===== config.mk =====
export PLATFORM = sky130hd
export DESIGN_NAME = pfc_top
export DESIGN_NICKNAME = d
export VERILOG_FILES = /design/src/pfc_pkg.sv /design/src/pfc_pad.sv /design/src/pfc_top.sv
export SDC_FILE = /design/constraint.sdc
export NUM_CORES = 1
export LEC_CHECK = 0
export BUFFER_PORTS_ARGS = -buffer_cell sky130_fd_sc_hd__buf_2
export CAP_MARGIN = 10
export CORE_UTILIZATION = 42
export CTS_BUF_LIST = sky130_fd_sc_hd__clkbuf_8 sky130_fd_sc_hd__clkbuf_16
export DETAILED_ROUTE_END_ITERATION = 6
export GPL_TIMING_DRIVEN = 0
export MAX_ROUTING_LAYER = met4
export PLACE_DENSITY = 0.81
export SYNTH_ARGS = -nofsm -noshare
export SYNTH_HDL_FRONTEND = slang
export SYNTH_SLANG_ARGS = --single-unit

===== constraint.sdc =====
create_clock -name mclk -period 1.37 [get_ports mclk]
set_input_delay 0.0685 -clock mclk [delete_from_list [all_inputs] [get_ports mclk]]
set_output_delay 0.0685 -clock mclk [all_outputs]
set_load 0.1 [all_outputs]

===== src/pfc_pkg.sv =====
// Overview of operation
// all control registers clocked by bus clock
// clock generator defaults 16 MHz, bus 4 MHz
// user-mode power-on: reset pin is port input
// reset-pin enable sticks until power-on
// reset function: low resets, pull-up on
// background power-on: shared pin is reset input
// timer2 capture mode uses shared pin input
// mode-select during reset, debug pin afterwards
// debug enable set each reset, pull-up on
// low mode pin at reset forces background
// debug bit time is sixteen clocks
// pseudo open-drain with brief high speed-up pulse
// after reset inputs hi-z, pull-ups off
// output-only pin low drive, slew on
// pull-up only for enabled input pins
// rising-edge detection turns pull-up into pulldown
// slew bit only affects output pins
// drive bit selects high drive
// pad bits separate from port registers
// highest priority function owns the pin
// reset pin never enters background mode
// high mode pin at reset gives run mode
// unspecified pad control bits reset zero
package pfc_pkg;
  // =====================================================
  // clocking and reset defaults
  localparam int          PFC_MCLK_HZ       = 40_000_000;
  localparam int          PFC_ICG_HZ        = 16_000_000;
  localparam int          PFC_BUS_HZ        = 4_000_000;
  localparam int          PFC_BUS_DIV       = PFC_MCLK_HZ / PFC_BUS_HZ;
  localparam int          PFC_ICG_DIV       = PFC_ICG_HZ / PFC_BUS_HZ;
  localparam int          PFC_BIT_CYCLES    = 16;
  localparam int          PFC_SPEEDUP_CYC   = 1;
  localparam int          PFC_NPINS         = 6;
  localparam logic [5:0]  PFC_PAD_RST       = 6'h00;
  localparam logic [5:0]  PFC_SLEW_RST      = 6'h10;
  localparam int          PFC_OUTONLY_IDX   = 4;
  localparam logic [15:0] PFC_RUN_VECTOR    = 16'hFFFE;
  // pin ownership, lowest to highest priority
  typedef enum logic [1:0] {PFC_OWN_PORT, PFC_OWN_ALT1, PFC_OWN_ALT2, PFC_OWN_ALT3} pfc_own_type;
  typedef enum logic {PFC_MODE_RUN, PFC_MODE_BACKGROUND} pfc_mode_type;
endpackage


===== src/pfc_pad.sv =====
`timescale 1ns/10ps
// =====================================================
// per-pin pad control: pull, slew, drive gating
module pfc_pad
  import pfc_pkg::*;
(
  input  wire logic pull_en,   // software pull enable
  input  wire logic slew_en,   // software slew enable
  input  wire logic drive_hi,  // software drive select
  input  wire logic is_out,    // pin driven by port or peripheral
  input  wire logic is_analog, // analog function owns pin
  input  wire logic rise_det,  // rising-edge detect active
  input  wire logic force_pu,  // reset or debug function pull-up
  output logic      pu_on,     // pull-up active
  output logic      pd_on,     // pulldown active
  output logic      slew_on,   // slew limit active
  output logic      hd_on      // high drive active
);
  wire pull_ok = pull_en & ~is_out & ~is_analog;
  assign pu_on   = force_pu | (pull_ok & ~rise_det);
  assign pd_on   = ~force_pu & pull_ok & rise_det;
  assign slew_on = slew_en & is_out;
  assign hd_on   = drive_hi & is_out;
endmodule


===== src/pfc_top.sv =====
`timescale 1ns/10ps
// =====================================================
// pin function selection and pad control
module pfc_top
  import pfc_pkg::*;
#(
  parameter int NPINS = PFC_NPINS
)(
  input  wire logic             mclk,          // 40 MHz
  input  wire logic             rst,           // async, high
  input  wire logic             por,           // power-on reset pulse, synchronous
  input  wire logic             force_reset,   // debug force reset request
  input  wire logic             wr_en,         // software write strobe
  input  wire logic             reset_pin_function_enable_wr, // write value
  input  wire logic             debug_pin_function_enable_wr,
  input  wire logic [NPINS-1:0] pull_wr,       // pull-up enable bits
  input  wire logic [NPINS-1:0] slew_wr,       // slew bits
  input  wire logic [NPINS-1:0] drive_wr,      // drive bits
  input  wire logic             timer2_capture_mode,
  input  wire logic             irq_enable,    // irq function on shared pin
  input  wire logic [NPINS-1:0] port_dir_out,  // port direction
  input  wire logic [NPINS-1:0] periph_out,    // peripheral drives pin
  input  wire logic [NPINS-1:0] analog_own,    // analog function owns pin
  input  wire logic [NPINS-1:0] rise_detect,   // kbi/irq rising edge
  input  wire logic             reset_pin_in,  // shared reset pin level
  input  wire logic             debug_pin_in,  // debug pin level
  input  wire logic             debug_tx_go,   // start debug bit
  input  wire logic             debug_tx_bit,  // bit value
  output logic                  system_bus_clock_en, // bus-rate enable
  output logic                  reset_fn_q,    // shared pin is reset input
  output logic                  debug_pin_function_enable_q,
  output logic                  ext_reset_req, // external reset request
  output logic                  timer2_capture_input,
  output logic                  mode_background, // active background mode
  output logic [15:0]           run_vector,
  output logic                  debug_out,
  output logic                  debug_oe,
  output logic                  debug_busy,
  output logic [NPINS-1:0]      pu_on,
  output logic [NPINS-1:0]      pd_on,
  output logic [NPINS-1:0]      slew_on,
  output logic [NPINS-1:0]      hd_on
);
  // =====================================================
  // bus clock enable divider
  logic [3:0] div_q;          // divider count
  wire        div_end = (div_q == 4'(PFC_BUS_DIV - 1));
  always_ff @(posedge mclk or posedge rst) begin
    if (rst) begin
      div_q <= 4'h0;
    end else begin
      div_q <= div_end ? 4'h0 : div_q + 4'h1;
    end
  end
  assign system_bus_clock_en = div_end;
  // =====================================================
  // pin synchronisers
  logic [1:0] rs_q;  // reset pin sync
  logic [1:0] ds_q;  // debug pin sync
  always_ff @(posedge mclk or posedge rst) begin
    if (rst) begin
      rs_q <= 2'b11;
      ds_q <= 2'b11;
    end else begin
      rs_q <= {rs_q[0], reset_pin_in};
      ds_q <= {ds_q[0], debug_pin_in};
    end
  end
  wire rst_pin_s = rs_q[1];
  wire dbg_pin_s = ds_q[1];
  // =====================================================
  // mode sample and reset-pin function
  logic in_reset_q; // mode-select phase during por/force reset
  logic sample_q;   // pending mode sample
  logic bgm_q;
  logic from_por_q; // last reset was power-on, not a debug force reset
  wire  mode_phase = por | force_reset;
  always_ff @(posedge mclk or posedge rst) begin
    if (rst) begin
      in_reset_q <= 1'b1;
      sample_q   <= 1'b0;
      bgm_q      <= 1'b0;
      from_por_q <= 1'b1;
    end else begin
      in_reset_q <= mode_phase;
      // of the resets, only a power-on into background hands the shared pin to reset; a software write can also set it
      if (por) begin
        from_por_q <= 1'b1;
      end else if (force_reset) begin
        from_por_q <= 1'b0;
      end
      sample_q   <= in_reset_q & ~mode_phase;
      // pin sampled at reset release; low means background
      if (sample_q) begin
        bgm_q <= ~dbg_pin_s;
      end
    end
  end
  assign mode_background = bgm_q;
  assign run_vector      = PFC_RUN_VECTOR;
  // external reset pin only clears to user mode: it never samples mode
  always_ff @(posedge mclk or posedge rst) begin
    if (rst) begin
      reset_fn_q <= 1'b0;
    end else if (por) begin
      reset_fn_q <= 1'b0;
    end else if (sample_q & ~dbg_pin_s & from_por_q) begin
      reset_fn_q <= 1'b1;
    end else if (wr_en & system_bus_clock_en & reset_pin_function_enable_wr) begin
      reset_fn_q <= 1'b1; // sticky until power-on
    end
  end
  always_ff @(posedge mclk or posedge rst) begin
    if (rst) begin
      debug_pin_function_enable_q <= 1'b1;
    end else if (mode_phase) begin
      debug_pin_function_enable_q <= 1'b1;
    end else if (wr_en & system_bus_clock_en) begin
      debug_pin_function_enable_q <= debug_pin_function_enable_wr;
    end
  end
  assign ext_reset_req        = reset_fn_q & ~rst_pin_s;
  assign timer2_capture_input = timer2_capture_mode & ~reset_fn_q & ~irq_enable & rst_pin_s;
  // =====================================================
  // pad control registers, separate from port registers
  logic [NPINS-1:0] pull_q;
  logic [NPINS-1:0] slew_q;
  logic [NPINS-1:0] drive_q;
  always_ff @(posedge mclk or posedge rst) begin
    if (rst) begin
      pull_q  <= PFC_PAD_RST;
      slew_q  <= PFC_SLEW_RST;
      drive_q <= PFC_PAD_RST;
    end else if (wr_en & system_bus_clock_en) begin
      pull_q  <= pull_wr;
      slew_q  <= slew_wr;
      drive_q <= drive_wr;
    end
  end
  // =====================================================
  // debug speed-up transmitter, one bit per sixteen bus ticks
  logic [4:0] bit_cnt_q;
  logic       tx_bit_q;
  always_ff @(posedge mclk or posedge rst) begin
    if (rst) begin
      bit_cnt_q <= 5'h00;
      tx_bit_q  <= 1'b1;
    end else if (bit_cnt_q == 5'h00) begin
      if (debug_tx_go & debug_pin_function_enable_q & ~in_reset_q) begin
        bit_cnt_q <= 5'(PFC_BIT_CYCLES);
        tx_bit_q  <= debug_tx_bit;
      end
    end else if (system_bus_clock_en) begin
      bit_cnt_q <= bit_cnt_q - 5'h01;
    end
  end
  // low phase for first quarter (one) or three quarters (zero)
  wire [4:0] low_end = tx_bit_q ? 5'(PFC_BIT_CYCLES - 4) : 5'(PFC_BIT_CYCLES - 12);
  wire busy  = (bit_cnt_q != 5'h00);
  wire low_p = busy & (bit_cnt_q > low_end);
  wire spd_p = busy & (bit_cnt_q == low_end); // speed-up high tick
  assign debug_busy = busy;
  assign debug_out  = spd_p;
  assign debug_oe   = low_p | spd_p;
  // =====================================================
  // per-pin pad gating
  genvar gi;
  generate
    for (gi = 0; gi < NPINS; gi++) begin : g_pad
      wire fpu = (gi == 5) ? reset_fn_q : (gi == 4) ? debug_pin_function_enable_q : 1'b0;
      pfc_pad u_pad (
        .pull_en  (pull_q[gi]),
        .slew_en  (slew_q[gi]),
        .drive_hi (drive_q[gi]),
        .is_out   (port_dir_out[gi] | periph_out[gi]),
        .is_analog(analog_own[gi]),
        .rise_det (rise_detect[gi]),
        .force_pu (fpu),
        .pu_on    (pu_on[gi]),
        .pd_on    (pd_on[gi]),
        .slew_on  (slew_on[gi]),
        .hd_on    (hd_on[gi])
      );
    end
  endgenerate
  // =====================================================
  // checks
  sticky_reset_a: assert property (@(posedge mclk) disable iff (rst)
    $past(reset_fn_q) && !$past(por) |-> reset_fn_q) else $error("reset function lost");
  ext_reset_a: assert property (@(posedge mclk) disable iff (rst)
    ext_reset_req |-> reset_fn_q && !rst_pin_s) else $error("bad reset request");
  dbg_set_a: assert property (@(posedge mclk) disable iff (rst)
    mode_phase |=> debug_pin_function_enable_q) else $error("debug enable not set");
  por_port_a: assert property (@(posedge mclk) disable iff (rst)
    por |=> !reset_fn_q) else $error("reset fn after por");
  mode_sample_a: assert property (@(posedge mclk) disable iff (rst)
    sample_q |=> mode_background == !$past(dbg_pin_s)) else $error("mode sample wrong");
  bit_len_a: assert property (@(posedge mclk) disable iff (rst)
    $rose(busy) |-> bit_cnt_q == 5'd16) else $error("bit length");
  pull_gate_a: assert property (@(posedge mclk) disable iff (rst)
    (port_dir_out[0] | periph_out[0] | analog_own[0]) |-> !pu_on[0] && !pd_on[0]) else $error("pull on out");
  slew_in_a: assert property (@(posedge mclk) disable iff (rst)
    !(port_dir_out[1] | periph_out[1]) |-> !slew_on[1] && !hd_on[1]) else $error("slew on input");
  pulldown_a: assert property (@(posedge mclk) disable iff (rst)
    pull_q[0] && rise_detect[0] && !(port_dir_out[0] | periph_out[0] | analog_own[0]) |-> pd_on[0])
    else $error("no pulldown");
  cap_prio_a: assert property (@(posedge mclk) disable iff (rst)
    reset_fn_q |-> !timer2_capture_input) else $error("capture over reset");
  bit_cov: cover property (@(posedge mclk) $fell(busy));
  bgm_cov: cover property (@(posedge mclk) $rose(mode_background));
  rfn_cov: cover property (@(posedge mclk) $rose(reset_fn_q));
endmodule


==> Word level (Yosys, flattened, before mapping) <==
Index checks and enable logic that the tools add are counted.
{ "classes": {"bitwise_logic": 86, "n_mux": 12, "n_lt_le_gt_ge": 1, "n_eq_ne": 3, "n_addsub": 2, "reduce_logical": 8} }
{ "ops": {"columns": ["op", "count"], "rows": [
  ["1-bit bitwise AND", 51],
  ["1-bit inverter", 25],
  ["5-bit 2-to-1 mux", 3],
  ["1-bit OR", 10],
  ["4-bit 2-to-1 mux", 2],
  ["1-bit 2-to-1 mux", 7],
  ["2-bit nonzero test", 3],
  ["5-bit by 4-bit == test with 1-bit output", 1],
  ["5-bit by 4-bit greater-than comparator with 1-bit output", 1],
  ["5-bit logical NOT", 1],
  ["5-bit nonzero test", 1],
  ["5-bit by 1-bit subtractor with 5-bit output (second input constant)", 1],
  ["4-bit by 1-bit adder with 4-bit output (second input constant)", 1],
  ["4-bit == test (second input constant)", 1],
  ["2-bit AND reduction", 2],
  ["3-bit nonzero test", 1],
  ["2-bit by 1-bit inequality test with 1-bit output (second input constant)", 1]
]} }
{ "totals": {"regBits": 38, "inputBits": 55, "word_cells": 126} }

==> Depth between registers and ports, before layout <==
Gate-level depths: netlist of the first run.
{ "logic_depth": {"depth_word": 6, "mapped_depth": 6} }

==> By module <==
From an unflattened synthesis of the first run, not the netlist that was laid out.
{ "hier_totals": {"hier_cells": 177, "hier_area_um2": 2033.2} }
{ "modules_own_cells": {"columns": ["module", "instances", "cells_each", "seq_area_each_um2", "area_each_um2"], "rows": [
  ["pfc_top", 1, 141, 962.2, 1762.9],
  ["pfc_pad", 6, 6, 0.0, 45.0]
]} }

==> Worst setup path before layout of the first run <==
No wires, ideal clock.
{ "synth_path": {"kind": "register to output", "start": "register reset_fn_q", "end": "output port timer2_capture_input", "stages_incl_launch_ff": 2, "slack_ns": -2.504, "t_required_ns": 1.302, "arrival_ns": 3.806, "path_cell_list": "dfrtp_1 > nor4bb_1"} }
{ "synth_via": {"elab_chain_len": 4} }
{ "synth_lines": {"columns": ["item", "line_no", "text"], "rows": [
  ["start, declared", "pfc_top.sv:30", "output logic reset_fn_q,"],
  ["start signal, assigned", "pfc_top.sv:104", "reset_fn_q <= 1'b0;"],
  ["start signal, assigned", "pfc_top.sv:106", "reset_fn_q <= 1'b0;"],
  ["start signal, assigned", "pfc_top.sv:108", "reset_fn_q <= 1'b1;"],
  ["1-bit inverter", "pfc_top.sv:123", "assign timer2_capture_input = timer2_capture_mode & ~reset_fn_q & ~irq_enable & rst_pin_s;"],
  ["1-bit bitwise AND (3 in a row)", "pfc_top.sv:123", null],
  ["end, declared", "pfc_top.sv:33", "output logic timer2_capture_input,"]
]} }
No other way between the ends.

==> Worst setup path after layout of the first run <==
{ "layout_path": {"start": "register bit_cnt_q[1]", "end": "output port debug_oe"} }
{ "layout_via": {"elab_chain_len": 3, "word_cells_on_any_way": 6, "classes_between": "order compare: 1; eq/ne: 1; bitwise: 3; reduce/logical: 1"} }
{ "layout_lines": {"columns": ["item", "line_no", "text"], "rows": [
  ["start, declared", "pfc_top.sv:142", "logic [4:0] bit_cnt_q;"],
  ["start signal, assigned", "pfc_top.sv:150", "bit_cnt_q <= 5'(PFC_BIT_CYCLES);"],
  ["start signal, assigned", "pfc_top.sv:154", "bit_cnt_q <= bit_cnt_q - 5'h01;"],
  ["5-bit by 4-bit greater-than comparator with 1-bit output, or another cell as far along", "pfc_top.sv:160", "wire low_p = busy & (bit_cnt_q > low_end);"],
  ["1-bit bitwise AND, on equally long branches", "pfc_top.sv:160, pfc_top.sv:161", null],
  ["1-bit OR (*)", "pfc_top.sv:164", "assign debug_oe = low_p | spd_p;"],
  ["end, declared", "pfc_top.sv:37", "output logic debug_oe,"]
]} }
Every way passes the cells marked *; elsewhere a longest branch is shown, timed or not.

==> impl_table.tex, run 1 <==
\begin{tabular}{lr}
\hline
Metric & Value \\
\hline
\multicolumn{2}{l}{\textbf{Setup path}} \\
\quad Crit path DAT & 1.58 ns \\
\quad CP Class & register to output pin \\
\quad Critical path fanouts, max & 3 \\
\quad Setup crit end kind & output pin \\
\quad Nature of the critical path startpoint & register \\
\quad CP required & 1.30 ns \\
\multicolumn{2}{l}{\textbf{Logic synthesis}} \\
\quad Post-synthesis cell type with the largest combined area & dfrtp\_1 \\
\quad Top post-synthesis cells by count & buf\_4, dfrtp\_1, mux2\_2 \\
\quad Netlist area before placement & 2130 µm² \\
\quad Cell with the most instances after synthesis & buf\_4 \\
\quad Primary FF master, synth & dfrtp\_1 \\
\quad Share of the synthesized area in the top cell type & 34.1\% \\
\quad Register area share after synthesis & 45.2\% \\
\quad Synth cell types & 37 \\
\quad Number of flops mapped to enable cells by yosys & 0 \\
\quad Cells after Synth & 190 \\
\quad Post-synthesis area per instance & 11.2 µm² \\
\quad Syn. warnings & 0 \\
\quad Share of synthesized registers carrying an async set or reset & 100\% \\
\quad Cell types with the largest area share after synthesis & dfrtp\_1, buf\_4, mux2\_2 \\
\quad \#FFs+latches synth & 38 \\
\multicolumn{2}{l}{\textbf{Pwr}} \\
\quad Leakage power & 1.72 nW \\
\quad Power per cell area & 1010 nW/µm² \\
\quad Peak supply drop & 725 µV \\
\quad Total power of the final layout & 3.56 mW \\
\multicolumn{2}{l}{\textbf{Timing}} \\
\quad Fin Hold WS & 0.00410 ns \\
\quad Pin slew with the least headroom to its limit & 0.765 ns \\
\quad Clock period minus final worst setup slack & 1.65 ns \\
\quad Relative slew slack & 48.9\% \\
\quad Final worst setup slack & -0.282 ns \\
\quad RSZ-0062 raised after global routing & true \\
\quad Final Hold Violating Endpoints & 0 \\
\quad Maximum operating frequency & 605 MHz \\
\quad Count of final setup violators & 28 \\
\quad Crit share post-route & 121\% \\
\quad Count of final max-slew check failures & 0 \\
\quad Worst setup skew after layout & 0.00455 ns \\
\multicolumn{2}{l}{\textbf{Global routing}} \\
\quad Pin count of the biggest net entering global routing & 39 \\
\quad GRT Total Usage & 19.8\% \\
\quad Wire length of the first global-routing pass & 7690 µm \\
\quad Antenna violations before repair & 0 \\
\quad Via count of the first global-routing pass & 1765 \\
\quad Final global-route overflow total & 0 \\
\multicolumn{2}{l}{\textbf{Floorplan}} \\
\quad Core outline area & 4820 µm² \\
\quad Die Y-Extent & 73.2 µm \\
\quad Die width & 73.2 µm \\
\quad Die ar. & 5360 µm² \\
\quad Boundary Pins & 104 \\
\quad Effective utilization at floorplan & 44.2\% \\
\quad Number of standard-cell rows in the floorplan & 25 \\
\multicolumn{2}{l}{\textbf{Clock tree}} \\
\quad Number of sinks driven by the clock tree & 38 \\
\quad Skew-Pair Late Insertion Delay & 0.29 ns \\
\quad Root Buffer Master & clkbuf\_8 \\
\quad Clock buffers created by TritonCTS & 5 \\
\quad Post-CTS clock slew at the launch and capture registers of the worst setup and hold paths & 0.07 ns \\
\quad Maximum level of the CTS H-tree & 2 \\
\quad TritonCTS clock tree & yes \\
\quad Max Buffers Root-to-Sink & 2 \\
\multicolumn{2}{l}{\textbf{Run status}} \\
\quad Failing checks & negative setup slack \\
\quad Outcome & complete, but fails checks \\
\multicolumn{2}{l}{\textbf{Routing}} \\
\quad Highest routing layer actually used & met4 \\
\quad Routed length on met1 & 1850 µm \\
\quad Antenna-violating nets left & 0 \\
\quad Routed wire length per instance & 12.4 µm \\
\quad Number of iterations in the first detailed-routing pass & 4 \\
\quad Detail Route met2 WL & 2770 µm \\
\quad Wirelength, routed & 4960 µm \\
\quad DR WL met3 & 276 µm \\
\quad Vias post-DR & 1814 \\
\quad Number of vias per cell & 4.55 \\
\quad Initial drt markers & 58 \\
\quad Number of remaining DRC errors & 0 \\
\multicolumn{2}{l}{\textbf{Finish}} \\
\quad Relative area change from synthesis to final layout & 65.8\% \\
\quad Share of layout cells above drive strength 1 & 65.7\% \\
\quad Post-layout nets & 389 \\
\quad Finished Layout Cells & 399 \\
\quad ANT cells & 0 \\
\multicolumn{2}{l}{\textbf{Placement}} \\
\quad Number of placed instances with taps included & 358 \\
\quad Port Buffers & 87 \\
\quad Final HPWL DP & 3100 µm \\
\quad Pre-CTS setup slack & -0.369 ns \\
\quad Final weighted congestion in routability-driven placement & 0.750 \\
\multicolumn{2}{l}{\textbf{Job}} \\
\quad Number of max-cap violations & 0 \\
\multicolumn{2}{l}{\textbf{Worst hold path}} \\
\quad Class of the tightest hold or removal check & input port to register \\
\hline
\end{tabular}
sequential cells by signal, indices dropped and copies added, names as in the netlist:
name / count
debug_pin_function_enable_q: 1
rs_q: 2
reset_fn_q: 1
div_q: 4
pull_q: 6
bit_cnt_q: 5
slew_q: 6
in_reset_q: 1
ds_q: 2
sample_q: 1
from_por_q: 1
mode_background: 1
tx_bit_q: 1
drive_q: 6
cell type report:
cell class              count  area (µm²)
flip-flops and latches     38         973
well taps                  67        83.8
plain buffers              38         298
clock buffers               5        68.8
fillers                   347        1280
multi-input cells         113        1010
repair buffers            123        1010
clock inverters             3        40.0
inverters                  12        52.6
worst paths after layout:
kind | startpoint | endpoint | slack [ns] | cells past startpoint
setup / recovery | bit_cnt_q[1] | debug_oe | -0.28 | 6
hold / removal | drive_wr[4] | drive_q[4] | 0.004 | 2
setup reg to reg | bit_cnt_q[1] | bit_cnt_q[1] | -0.20 | 6
hold reg to reg | rs_q[0] | rs_q[1] | 0.36 | 0
max in group asynchronous | rst | reset_fn_q | 0.35 | 3
min in group asynchronous | rst | bit_cnt_q[1] | 0.45 | 3
critical path, cell delays in order (launching register included):
cell	delay (ns)
dfrtp_1	0.39
inv_2	0.08
ha_4	0.14
nor4b_4	0.29
buf_4	0.17
nor2_2	0.04
buf_12	0.17
repair_timing:
action	4_1_cts	5_1_grt
cloned	1	0
resized for setup	69	33
endpoints found under the setup margin	44	49
hold buffers	13	0
endpoints found under the hold margin	42	0
buffers inserted	15	7
pin swaps	7	4
per-stage QoR:
| step | utilization, % | instance area, µm² | setup TNS [ns] |
|---|---|---|---|
| after global placement | 57.1 | 2750 | -3.83 |
| after CTS | 69.7 | 3360 | -1.83 |
| after floorplan | - | 2230 | -4.25 |
| after global routing | 73.3 | 3530 | -3.51 |
| final | 73.3 | 3530 | -1.92 |
| after detailed placement | 57.1 | 2750 | -3.30 |
metal layers:
layer	vias to the layer above	GRT usage (%)
li1	879	-
met1	864	19.9
met2	63	37.0
met3	8	4.56
met4	0	6.75
met5	-	-
logic make-up (layout without fill, tap and decap cells):
logic type / Yosys count / count (layout) / share of synthesized area, %
other: 2 / 16 / 0.352
muxes: 24 / 24 / 12.6
xor gates and xnor gates: 1 / 1 / 0.411
adders and majority gates: 3 / 3 / 1.76
AOI/OAI and AO/OA: 16 / 16 / 5.11
buffers and inverters: 53 / 181 / 16.7
DFF: 38 / 38 / 45.2
and+or+nand+nor: 53 / 53 / 17.9
layout by cell type (no fill, tap or decap), types with 2 or more instances in the layout:
master,n
buf_4,59
buf_2,56
dfrtp_1,25
mux2_2,21
conb_1,16
dlygate4sd3_1,13
nor2b_1,12
buf_12,10
clkbuf_4,10
nor2_1,9
dfstp_2,8
buf_6,8
inv_1,7
clkbuf_8,5
inv_2,4
and4b_1,4
buf_8,4
nand3b_1,3
o21ai_0,3
nor4bb_1,3
dfrtp_2,3
nand3_1,2
nand2_1,2
nor4bb_4,2
nor2_2,2
nor3b_2,2
ha_4,2
clkinv_2,2
power breakdown:
group	total (mW)	switching, mW	internal, mW
clock	0.942	0.406	0.536
sequential	1.29	0.0604	1.22
combinational	1.34	0.862	0.476
total	3.56	1.33	2.24
(Power assumes the default switching activity.)
==> run 2, diff against run 1 <==
Settings changed: ABC_AREA set to 1, PLACE_DENSITY 0.81 to 0.8.
==> run 2 against run 1 <==
Effect of this change: the run still ends with negative setup slack left; largest power group is now sequential cells; worst hold slack gained 0.0015 ns; synthesized cell count grew 48%; setup slack gained 0.014 ns; synthesized area grew 2.8%; critical path type unchanged; clock power shrank 2.4%; global-route usage grew 1.0 points; routed wire length grew 17%; count of clock-buffer cells in the layout is the same; maximum frequency grew 0.85%; register-to-register slack gained 0.12 ns.
==> impl_table.tex, run 2 <==
\begin{tabular}{lr}
\hline
Metric & Value \\
\hline
\multicolumn{2}{l}{\textbf{Logic synthesis}} \\
\quad Fraction of the mapped netlist area in simple logic gates & 29.6\% (was 17.9\%) \\
\quad Complex-gate fraction of the synthesized area & 1.83\% (was 5.11\%) \\
\quad Adder-cell area share of the yosys netlist & 1.71\% (was 1.76\%) \\
\quad Main combinational cell family by area after synthesis & simple AND/OR/NAND/NOR gates (unchanged) \\
\quad Share of synthesized registers carrying an async set or reset & 100\% (unchanged) \\
\quad Cells after Synth & 282 (was 190) \\
\quad Syn. warnings & 0 (unchanged) \\
\quad Mux share of post-synthesis cell area & 0.514\% (was 12.6\%) \\
\quad Cell types with the largest area share after synthesis & dfrtp\_1, buf\_4, nand2\_1 (was dfrtp\_1, buf\_4, mux2\_2) \\
\quad Register area share after synthesis & 43.9\% (was 45.2\%) \\
\quad Share of the synthesized area in the top cell type & 33.1\% (was 34.1\%) \\
\quad Xor and xnor fraction of the mapped netlist area & 0.800\% (was 0.411\%) \\
\quad Number of flops mapped to enable cells by yosys & 0 (unchanged) \\
\quad Top post-synthesis cells by count & nand2\_1, buf\_4, nor2\_1 (was buf\_4, dfrtp\_1, mux2\_2) \\
\quad Netlist area before placement & 2190 µm² (was 2130 µm²) \\
\quad Primary FF master, synth & dfrtp\_1 (unchanged) \\
\quad Cell with the most instances after synthesis & nand2\_1 (was buf\_4) \\
\quad Synth cell types & 26 (was 37) \\
\quad Post-synthesis area per instance & 7.77 µm² (was 11.2 µm²) \\
\quad \#FFs+latches synth & 38 (unchanged) \\
\quad Post-synthesis cell type with the largest combined area & dfrtp\_1 (unchanged) \\
\multicolumn{2}{l}{\textbf{Floorplan}} \\
\quad Core outline area & 4880 µm² (was 4820 µm²) \\
\quad Effective utilization at floorplan & 44.9\% (was 44.2\%) \\
\quad Number of standard-cell rows in the floorplan & 25 (unchanged) \\
\quad Die width & 74.2 µm (was 73.2 µm) \\
\quad Die ar. & 5510 µm² (was 5360 µm²) \\
\quad Boundary Pins & 104 (unchanged) \\
\quad Die Y-Extent & 74.2 µm (was 73.2 µm) \\
\multicolumn{2}{l}{\textbf{Timing}} \\
\quad Crit share post-route & 120\% (was 121\%) \\
\quad Final worst setup slack & -0.268 ns (was -0.282 ns) \\
\quad Count of final setup violators & 10 (was 28) \\
\quad Pin slew with the least headroom to its limit & 0.817 ns (was 0.765 ns) \\
\quad Worst setup skew after layout & 0.00594 ns (was 0.00455 ns) \\
\quad Clock period minus final worst setup slack & 1.64 ns (was 1.65 ns) \\
\quad Final Hold Violating Endpoints & 0 (unchanged) \\
\quad Fin Hold WS & 0.00556 ns (was 0.00410 ns) \\
\quad Relative slew slack & 45.5\% (was 48.9\%) \\
\quad RSZ-0062 raised after global routing & true (unchanged) \\
\quad Count of final max-slew check failures & 0 (unchanged) \\
\quad Maximum operating frequency & 611 MHz (was 605 MHz) \\
\multicolumn{2}{l}{\textbf{Pwr}} \\
\quad Peak supply drop & 412 µV (was 725 µV) \\
\quad Power per cell area & 913 nW/µm² (was 1010 nW/µm²) \\
\quad Total power of the final layout & 3.13 mW (was 3.56 mW) \\
\quad Leakage power & 1.91 nW (was 1.72 nW) \\
\multicolumn{2}{l}{\textbf{Worst hold path}} \\
\quad Launch point of the worst hold path & slew\_wr[1] (was drive\_wr[4]) \\
\quad Class of the tightest hold or removal check & input port to register (unchanged) \\
\quad End point of the most critical hold path & slew\_q[1] (was drive\_q[4]) \\
\quad Number of instances on the worst hold path & 3 (was 2) \\
\multicolumn{2}{l}{\textbf{Global routing}} \\
\quad Met3 capacity usage during global routing & 4.61\% (was 4.56\%) \\
\quad Antenna violations before repair & 0 (unchanged) \\
\quad Met1 capacity usage during global routing & 20.7\% (was 19.9\%) \\
\quad Via count of the first global-routing pass & 1931 (was 1765) \\
\quad Pin count of the biggest net entering global routing & 39 (unchanged) \\
\quad Met2 track demand over resource in global routing & 40.4\% (was 37.0\%) \\
\quad Wire length of the first global-routing pass & 8290 µm (was 7690 µm) \\
\quad Most utilized layer in the global route result & met2 (unchanged) \\
\quad Final global-route overflow total & 0 (unchanged) \\
\quad GRT Total Usage & 20.8\% (was 19.8\%) \\
\multicolumn{2}{l}{\textbf{Routing}} \\
\quad Wirelength, routed & 5780 µm (was 4960 µm) \\
\quad Number of vias per cell & 4.45 (was 4.55) \\
\quad Initial drt markers & 88 (was 58) \\
\quad Number of iterations in the first detailed-routing pass & 4 (unchanged) \\
\quad Antenna-violating nets left & 0 (unchanged) \\
\quad Number of remaining DRC errors & 0 (unchanged) \\
\quad Routed wire length per instance & 12.0 µm (was 12.4 µm) \\
\quad Vias post-DR & 2138 (was 1814) \\
\multicolumn{2}{l}{\textbf{Setup path}} \\
\quad Buf+Inv Stages, Crit Path & 2 (was 3) \\
\quad Crit-path slowest cell & dfstp\_2 (was dfrtp\_1) \\
\quad Critical path fanouts, max & 2 (was 3) \\
\quad Reg-to-Reg Start & bit\_cnt\_q[3] (was bit\_cnt\_q[1]) \\
\quad Logic depth of the worst path, buffers included & 5 (was 6) \\
\quad CP Class & register to output pin (unchanged) \\
\quad Crit path DAT & 1.57 ns (was 1.58 ns) \\
\quad CP required & 1.30 ns (about the same) \\
\quad Critical-path cell list & inv\_2 -> ha\_4 -> nand2\_4 -> nor3\_4 -> buf\_12 (was inv\_2 -> ha\_4 -> nor4b\_4 -> buf\_4 -> nor2\_2 -> buf\_12) \\
\quad Reg2reg end & bit\_cnt\_q[3] (was bit\_cnt\_q[1]) \\
\quad Nature of the critical path startpoint & register (unchanged) \\
\quad Register-to-register setup slack & -0.08 ns (was -0.20 ns) \\
\quad Kind of cell adding the most delay to the critical path & flip-flops (was buffers and inverters) \\
\quad Setup crit end kind & output pin (unchanged) \\
\quad Maximum cell stage delay along the critical path & 0.54 ns (was 0.39 ns) \\
\quad FF-to-FF path depth & 7 (was 6) \\
\multicolumn{2}{l}{\textbf{Clock tree}} \\
\quad TritonCTS clock tree & yes (unchanged) \\
\quad Maximum level of the CTS H-tree & 2 (unchanged) \\
\quad Skew-Pair Late Insertion Delay & 0.29 ns (about the same) \\
\quad Post-CTS clock slew at the launch and capture registers of the worst setup and hold paths & 0.07 ns (about the same) \\
\quad Clock buffers created by TritonCTS & 5 (unchanged) \\
\quad Root Buffer Master & clkbuf\_8 (unchanged) \\
\quad Number of sinks driven by the clock tree & 38 (unchanged) \\
\quad Max Buffers Root-to-Sink & 2 (unchanged) \\
\multicolumn{2}{l}{\textbf{Placement}} \\
\quad Port Buffers & 87 (unchanged) \\
\quad Final HPWL DP & 3720 µm (was 3100 µm) \\
\quad Final weighted congestion in routability-driven placement & 0.847 (was 0.750) \\
\quad Number of placed instances with taps included & 450 (was 358) \\
\multicolumn{2}{l}{\textbf{Finish}} \\
\quad ANT cells & 0 (unchanged) \\
\quad Commonest non-fill, non-tap cell in the layout & buf\_4 (unchanged) \\
\quad Largest registers & drive\_q x6, pull\_q x6, slew\_q x6 (unchanged) \\
\quad Most used cells in the layout excluding fill and tap cells & buf\_4, nand2\_1, buf\_2 (was buf\_4, buf\_2, dfrtp\_1) \\
\quad Post-layout nets & 470 (was 389) \\
\quad Relative area change from synthesis to final layout & 56.6\% (was 65.8\%) \\
\quad Share of layout cells above drive strength 1 & 47.0\% (was 65.7\%) \\
\quad Finished Layout Cells & 480 (was 399) \\
\multicolumn{2}{l}{\textbf{Run status}} \\
\quad Failing checks & negative setup slack (unchanged) \\
\quad Outcome & complete, but fails checks (unchanged) \\
\multicolumn{2}{l}{\textbf{Job}} \\
\quad Number of max-cap violations & 0 (unchanged) \\
\hline
\end{tabular}
run 2: cell types whose count changed after synthesis, sizes merged, moves of 3 or more:
cell    delta
nand2     +67
nand3     +28
nor2      +27
inv       +23
mux2      -21
nor2b     -14
nor4bb     -5
and4b      -4
nand3b     +3
run 2: through the flow:
step / area, µm² / utilization (%) / setup TNS [ns] / setup WS [ns]
2_1_floorplan: 2300 / - / -1.75 / -0.323
3_3_place_gp: 2820 / 57.9 / -3.86 / -0.277
3_5_place_dp: 2820 / 57.9 / -1.75 / -0.225
4_1_cts: 3290 / 67.5 / -1.01 / -0.255
5_1_grt: 3430 / 70.3 / -1.77 / -0.316
6_report: 3430 / 70.3 / -1.11 / -0.268
run 2: repair_timing:
item | 4_1_cts | 5_1_grt
hold buffers | 7 | 0
resized for setup | 68 | 24
buffers inserted | 8 | 8
cloned | 0 | 0
hold endpoints to repair | 36 | 0
endpoints found under the setup margin | 28 | 38
pin swaps | 6 | 4
run 2: worst max path at each step:
stage,from,to,slack (ns)
6_report,tx_bit_q,debug_out,-0.27
5_1_grt,tx_bit_q,debug_out,-0.32
4_1_cts,tx_bit_q,debug_out,-0.26
3_5_place_dp,tx_bit_q,debug_oe,-0.23
3_3_place_gp,rst,reset_fn_q,-0.28
2_1_floorplan,tx_bit_q,debug_out,-0.32
run 2: final cells by class:
type	count	area, µm²
Multi-Input combinational cell	178	948
Clock inverter	3	37.5
Sequential cell	38	970
Fill cell	375	1450
Timing Repair Buffer	110	855
Buffer	44	330
Tap cell	67	83.8
Clock buffer	5	68.8
Inverter	35	138
run 2: kinds of logic (layout without fill, tap and decap cells):
group                    Yosys count  after routing
AO/OA/AOI/OAI                      7              7
XOR/XNOR                           2              2
adder cells (fa/ha/maj)            3              3
buffers and inverters             80            197
flip-flops                        38             38
multiplexers                       1              1
other                              2             16
AND/OR/NAND/NOR                  149            149
run 2: worst min-delay path, stage by stage:
cell     delay (ns)
buf_2          0.07
nand3_1        0.06
nand2_1        0.06
run 2: metal layers:
| metal | share of wire, % | vias to the layer above | wire [µm] |
|---|---|---|---|
| met5 | 0 | - | 0 |
| met2 | 55 | 77 | 3170 |
| met1 | 38 | 988 | 2200 |
| li1 | - | 1066 | - |
| met3 | 5.9 | 7 | 340 |
| met4 | 1.2 | 0 | 70 |
run 2: where the power goes:
group / total, mW / internal (mW) / switching (mW) / leakage [nW]
registers: 1.23 / 1.20 / 0.0346 / 0.440
clock network: 0.919 / 0.530 / 0.389 / 0.0607
logic: 0.983 / 0.276 / 0.707 / 1.40
==> run 3, diff against run 2 <==
Settings changed: RECOVER_POWER set to 100, SYNTH_HIERARCHICAL set to 1.
==> run 3 against run 2 <==
Effect of this change: the run still ends with negative setup slack left; synthesized area up 0.91%; worst hold slack improved by 0.0018 ns; clock power fell by 6.0%; highest routed layer unchanged; critical endpoint is now debug_oe; cell area down 1.4%; cell count up 4.0%.
==> impl_table.tex, run 3 <==
\begin{tabular}{lr}
\hline
Metric & Value \\
\hline
\multicolumn{2}{l}{\textbf{Logic synthesis}} \\
\quad Post-synthesis cell type with the largest combined area & dfrtp\_1 (unchanged) \\
\quad Share of synthesized registers carrying an async set or reset & 100\% (unchanged) \\
\quad Syn. warnings & 6 (was 0) \\
\quad Cell with the most instances after synthesis & nand2\_1 (unchanged) \\
\quad Post-synthesis area per instance & 7.52 µm² (was 7.77 µm²) \\
\quad Cells after Synth & 294 (was 282) \\
\quad Netlist area before placement & 2210 µm² (was 2190 µm²) \\
\quad Top post-synthesis cells by count & nand2\_1, inv\_1, nand3\_1 (was nand2\_1, buf\_4, nor2\_1) \\
\quad Primary FF master, synth & dfrtp\_1 (unchanged) \\
\quad Share of the synthesized area in the top cell type & 32.8\% (was 33.1\%) \\
\quad \#FFs+latches synth & 38 (unchanged) \\
\quad Synth cell types & 27 (was 26) \\
\quad Cell types with the largest area share after synthesis & dfrtp\_1, nand2\_1, dfstp\_2 (was dfrtp\_1, buf\_4, nand2\_1) \\
\quad Register area share after synthesis & 43.5\% (was 43.9\%) \\
\quad Number of flops mapped to enable cells by yosys & 0 (unchanged) \\
\multicolumn{2}{l}{\textbf{Routing}} \\
\quad Initial drt markers & 117 (was 88) \\
\quad Antenna-violating nets left & 0 (unchanged) \\
\quad Routed wire length per instance & 10.7 µm (was 12.0 µm) \\
\quad Number of vias per cell & 4.42 (was 4.45) \\
\quad Vias post-DR & 2207 (was 2138) \\
\quad Wirelength, routed & 5350 µm (was 5780 µm) \\
\quad Number of iterations in the first detailed-routing pass & 4 (unchanged) \\
\quad Number of remaining DRC errors & 0 (unchanged) \\
\multicolumn{2}{l}{\textbf{Global routing}} \\
\quad Met2 track demand over resource in global routing & 34.8\% (was 40.4\%) \\
\quad Most utilized layer in the global route result & met2 (unchanged) \\
\quad Pin count of the biggest net entering global routing & 39 (unchanged) \\
\quad Final global-route overflow total & 0 (unchanged) \\
\quad Met3 capacity usage during global routing & 5.28\% (was 4.61\%) \\
\quad Antenna violations before repair & 0 (unchanged) \\
\quad Via count of the first global-routing pass & 1908 (was 1931) \\
\quad GRT Total Usage & 20.2\% (was 20.8\%) \\
\quad Met1 capacity usage during global routing & 21.6\% (was 20.7\%) \\
\quad Wire length of the first global-routing pass & 8050 µm (was 8290 µm) \\
\multicolumn{2}{l}{\textbf{Floorplan}} \\
\quad Effective utilization at floorplan & 43.6\% (was 44.9\%) \\
\quad Boundary Pins & 104 (unchanged) \\
\quad Die ar. & 5560 µm² (was 5510 µm²) \\
\quad Die Y-Extent & 74.6 µm (was 74.2 µm) \\
\quad Die width & 74.6 µm (was 74.2 µm) \\
\quad Number of standard-cell rows in the floorplan & 26 (was 25) \\
\quad Core outline area & 5070 µm² (was 4880 µm²) \\
\multicolumn{2}{l}{\textbf{Timing}} \\
\quad Total negative slack for setup checks & -0.954 ns (was -1.11 ns) \\
\quad Final Hold Violating Endpoints & 0 (unchanged) \\
\quad Crit share post-route & 119\% (was 120\%) \\
\quad Maximum operating frequency & 613 MHz (was 611 MHz) \\
\quad Fin Hold WS & 0.00738 ns (was 0.00556 ns) \\
\quad Relative slew slack & 47.8\% (was 45.5\%) \\
\quad Count of final setup violators & 19 (was 10) \\
\quad Pin slew with the least headroom to its limit & 0.781 ns (was 0.817 ns) \\
\quad Clock period minus final worst setup slack & 1.63 ns (was 1.64 ns) \\
\quad Count of final max-slew check failures & 0 (unchanged) \\
\quad RSZ-0062 raised after global routing & true (unchanged) \\
\quad Worst setup skew after layout & 0.00308 ns (was 0.00594 ns) \\
\quad Final worst setup slack & -0.262 ns (was -0.268 ns) \\
\multicolumn{2}{l}{\textbf{Setup path}} \\
\quad Critical path fanouts, max & 2 (unchanged) \\
\quad Crit path DAT & 1.56 ns (was 1.57 ns) \\
\quad CP required & 1.30 ns (about the same) \\
\quad CP Class & register to output pin (unchanged) \\
\quad Setup crit end kind & output pin (unchanged) \\
\quad Nature of the critical path startpoint & register (unchanged) \\
\multicolumn{2}{l}{\textbf{Pwr}} \\
\quad Power per cell area & 909 nW/µm² (was 913 nW/µm²) \\
\quad Leakage power & 1.90 nW (was 1.91 nW) \\
\quad Peak supply drop & 419 µV (was 412 µV) \\
\quad Total power of the final layout & 3.07 mW (was 3.13 mW) \\
\multicolumn{2}{l}{\textbf{Clock tree}} \\
\quad Root Buffer Master & clkbuf\_8 (unchanged) \\
\quad Post-CTS clock slew at the launch and capture registers of the worst setup and hold paths & 0.07 ns (about the same) \\
\quad TritonCTS clock tree & yes (unchanged) \\
\quad Skew-Pair Late Insertion Delay & 0.29 ns (about the same) \\
\quad Maximum level of the CTS H-tree & 2 (unchanged) \\
\quad Clock buffers created by TritonCTS & 5 (unchanged) \\
\quad Max Buffers Root-to-Sink & 2 (unchanged) \\
\quad Number of sinks driven by the clock tree & 38 (unchanged) \\
\multicolumn{2}{l}{\textbf{Placement}} \\
\quad Placement Cell Area & 2900 µm² (was 2820 µm²) \\
\quad Number of placed instances with taps included & 469 (was 450) \\
\quad Final weighted congestion in routability-driven placement & 0.878 (was 0.847) \\
\quad Pre-CTS setup slack & -0.166 ns (was -0.225 ns) \\
\quad Final HPWL DP & 3700 µm (was 3720 µm) \\
\quad Port Buffers & 87 (unchanged) \\
\multicolumn{2}{l}{\textbf{Finish}} \\
\quad Most used cells in the layout excluding fill and tap cells & nand2\_1, buf\_2, inv\_1 (was buf\_4, nand2\_1, buf\_2) \\
\quad Post-Route Utilization & 66.6\% (was 70.3\%) \\
\quad Share of layout cells above drive strength 1 & 42.2\% (was 47.0\%) \\
\quad Post-layout nets & 486 (was 470) \\
\quad Largest registers & drive\_q x6, pull\_q x6, slew\_q x6 (unchanged) \\
\quad ANT cells & 0 (unchanged) \\
\quad Relative area change from synthesis to final layout & 53.0\% (was 56.6\%) \\
\quad Finished Layout Cells & 499 (was 480) \\
\quad Finished layout cell area & 3380 µm² (was 3430 µm²) \\
\quad Commonest non-fill, non-tap cell in the layout & nand2\_1 (was buf\_4) \\
\multicolumn{2}{l}{\textbf{Run status}} \\
\quad Outcome & complete, but fails checks (unchanged) \\
\quad Failing checks & negative setup slack (unchanged) \\
\multicolumn{2}{l}{\textbf{Job}} \\
\quad Number of max-cap violations & 0 (unchanged) \\
\multicolumn{2}{l}{\textbf{Worst hold path}} \\
\quad Class of the tightest hold or removal check & input port to register (unchanged) \\
\hline
\end{tabular}
[run 3: cell count changes after synthesis, moves of 7 or more]
cell,delta
nand3_1,+7
nor2_1,-25
nand2_1,+27
buf_4,-24
inv_1,+19
[run 3: worst paths after layout]
path,start,to,slack (ns),depth (start not counted)
max in group asynchronous,rst,reset_fn_q,0.33,3
worst max-delay path,tx_bit_q,debug_oe,-0.26,7
worst min register to register,rs_q[0],rs_q[1],0.36,0
worst min-delay path,slew_wr[2],slew_q[2],0.007,3
min in group asynchronous,rst,bit_cnt_q[2],0.47,3
worst max register to register,div_q[2],drive_q[2],-0.03,7
[run 3: cell families (layout without fill, tap and decap cells)]
group	after synthesis	after routing	share of synthesized area (%)
buffers and inverters	75	192	16.1
AOI/OAI and AO/OA	4	4	1.02
and+or+nand+nor	169	169	36.0
adders and majority gates	3	3	1.70
xor gates and xnor gates	2	2	0.792
other	2	20	0.340
DFF	38	38	43.5
muxes	1	1	0.509
[run 3: cell type report]
cell class                 instances  area (µm²)
buffer                            20         150
clock buffer                       6        93.8
clock inverter                     2        10.0
fill                             442        1690
inverter                          54         206
multi-input combinational        199        1060
sequential                        38         972
tap                               70        87.6
timing repair buffer             110         801
[run 3: repair_timing]
item,CTS,global route
hold endpoints to repair,36,3
gates resized for setup,41,28
buffers inserted,3,10
hold buffers,7,3
pin swaps,3,2
endpoints found under the setup margin,25,27
[run 3: report_power, final]
part	switching [mW]	leakage, nW	internal (mW)	total [mW]
clock	0.402	0.0561	0.462	0.864
sequential	0.0360	0.437	1.19	1.23
combinational	0.752	1.41	0.226	0.978
[run 3: layer usage]
| metal | vias to the layer above | share of wire [%] |
|---|---|---|
| met3 | 13 | 5.2 |
| met1 | 1008 | 39 |
| li1 | 1110 | - |
| met4 | 0 | 2.6 |
| met5 | - | 0 |
| met2 | 76 | 53 |
[run 3: critical path, cell delays in order (launching register included)]
cell and delay (ns):
dfstp_2 0.55, inv_2 0.04, ha_4 0.26, nand2_4 0.05
nand2_2 0.06, nand2_2 0.06, clkinvlp_4 0.08, buf_12 0.17
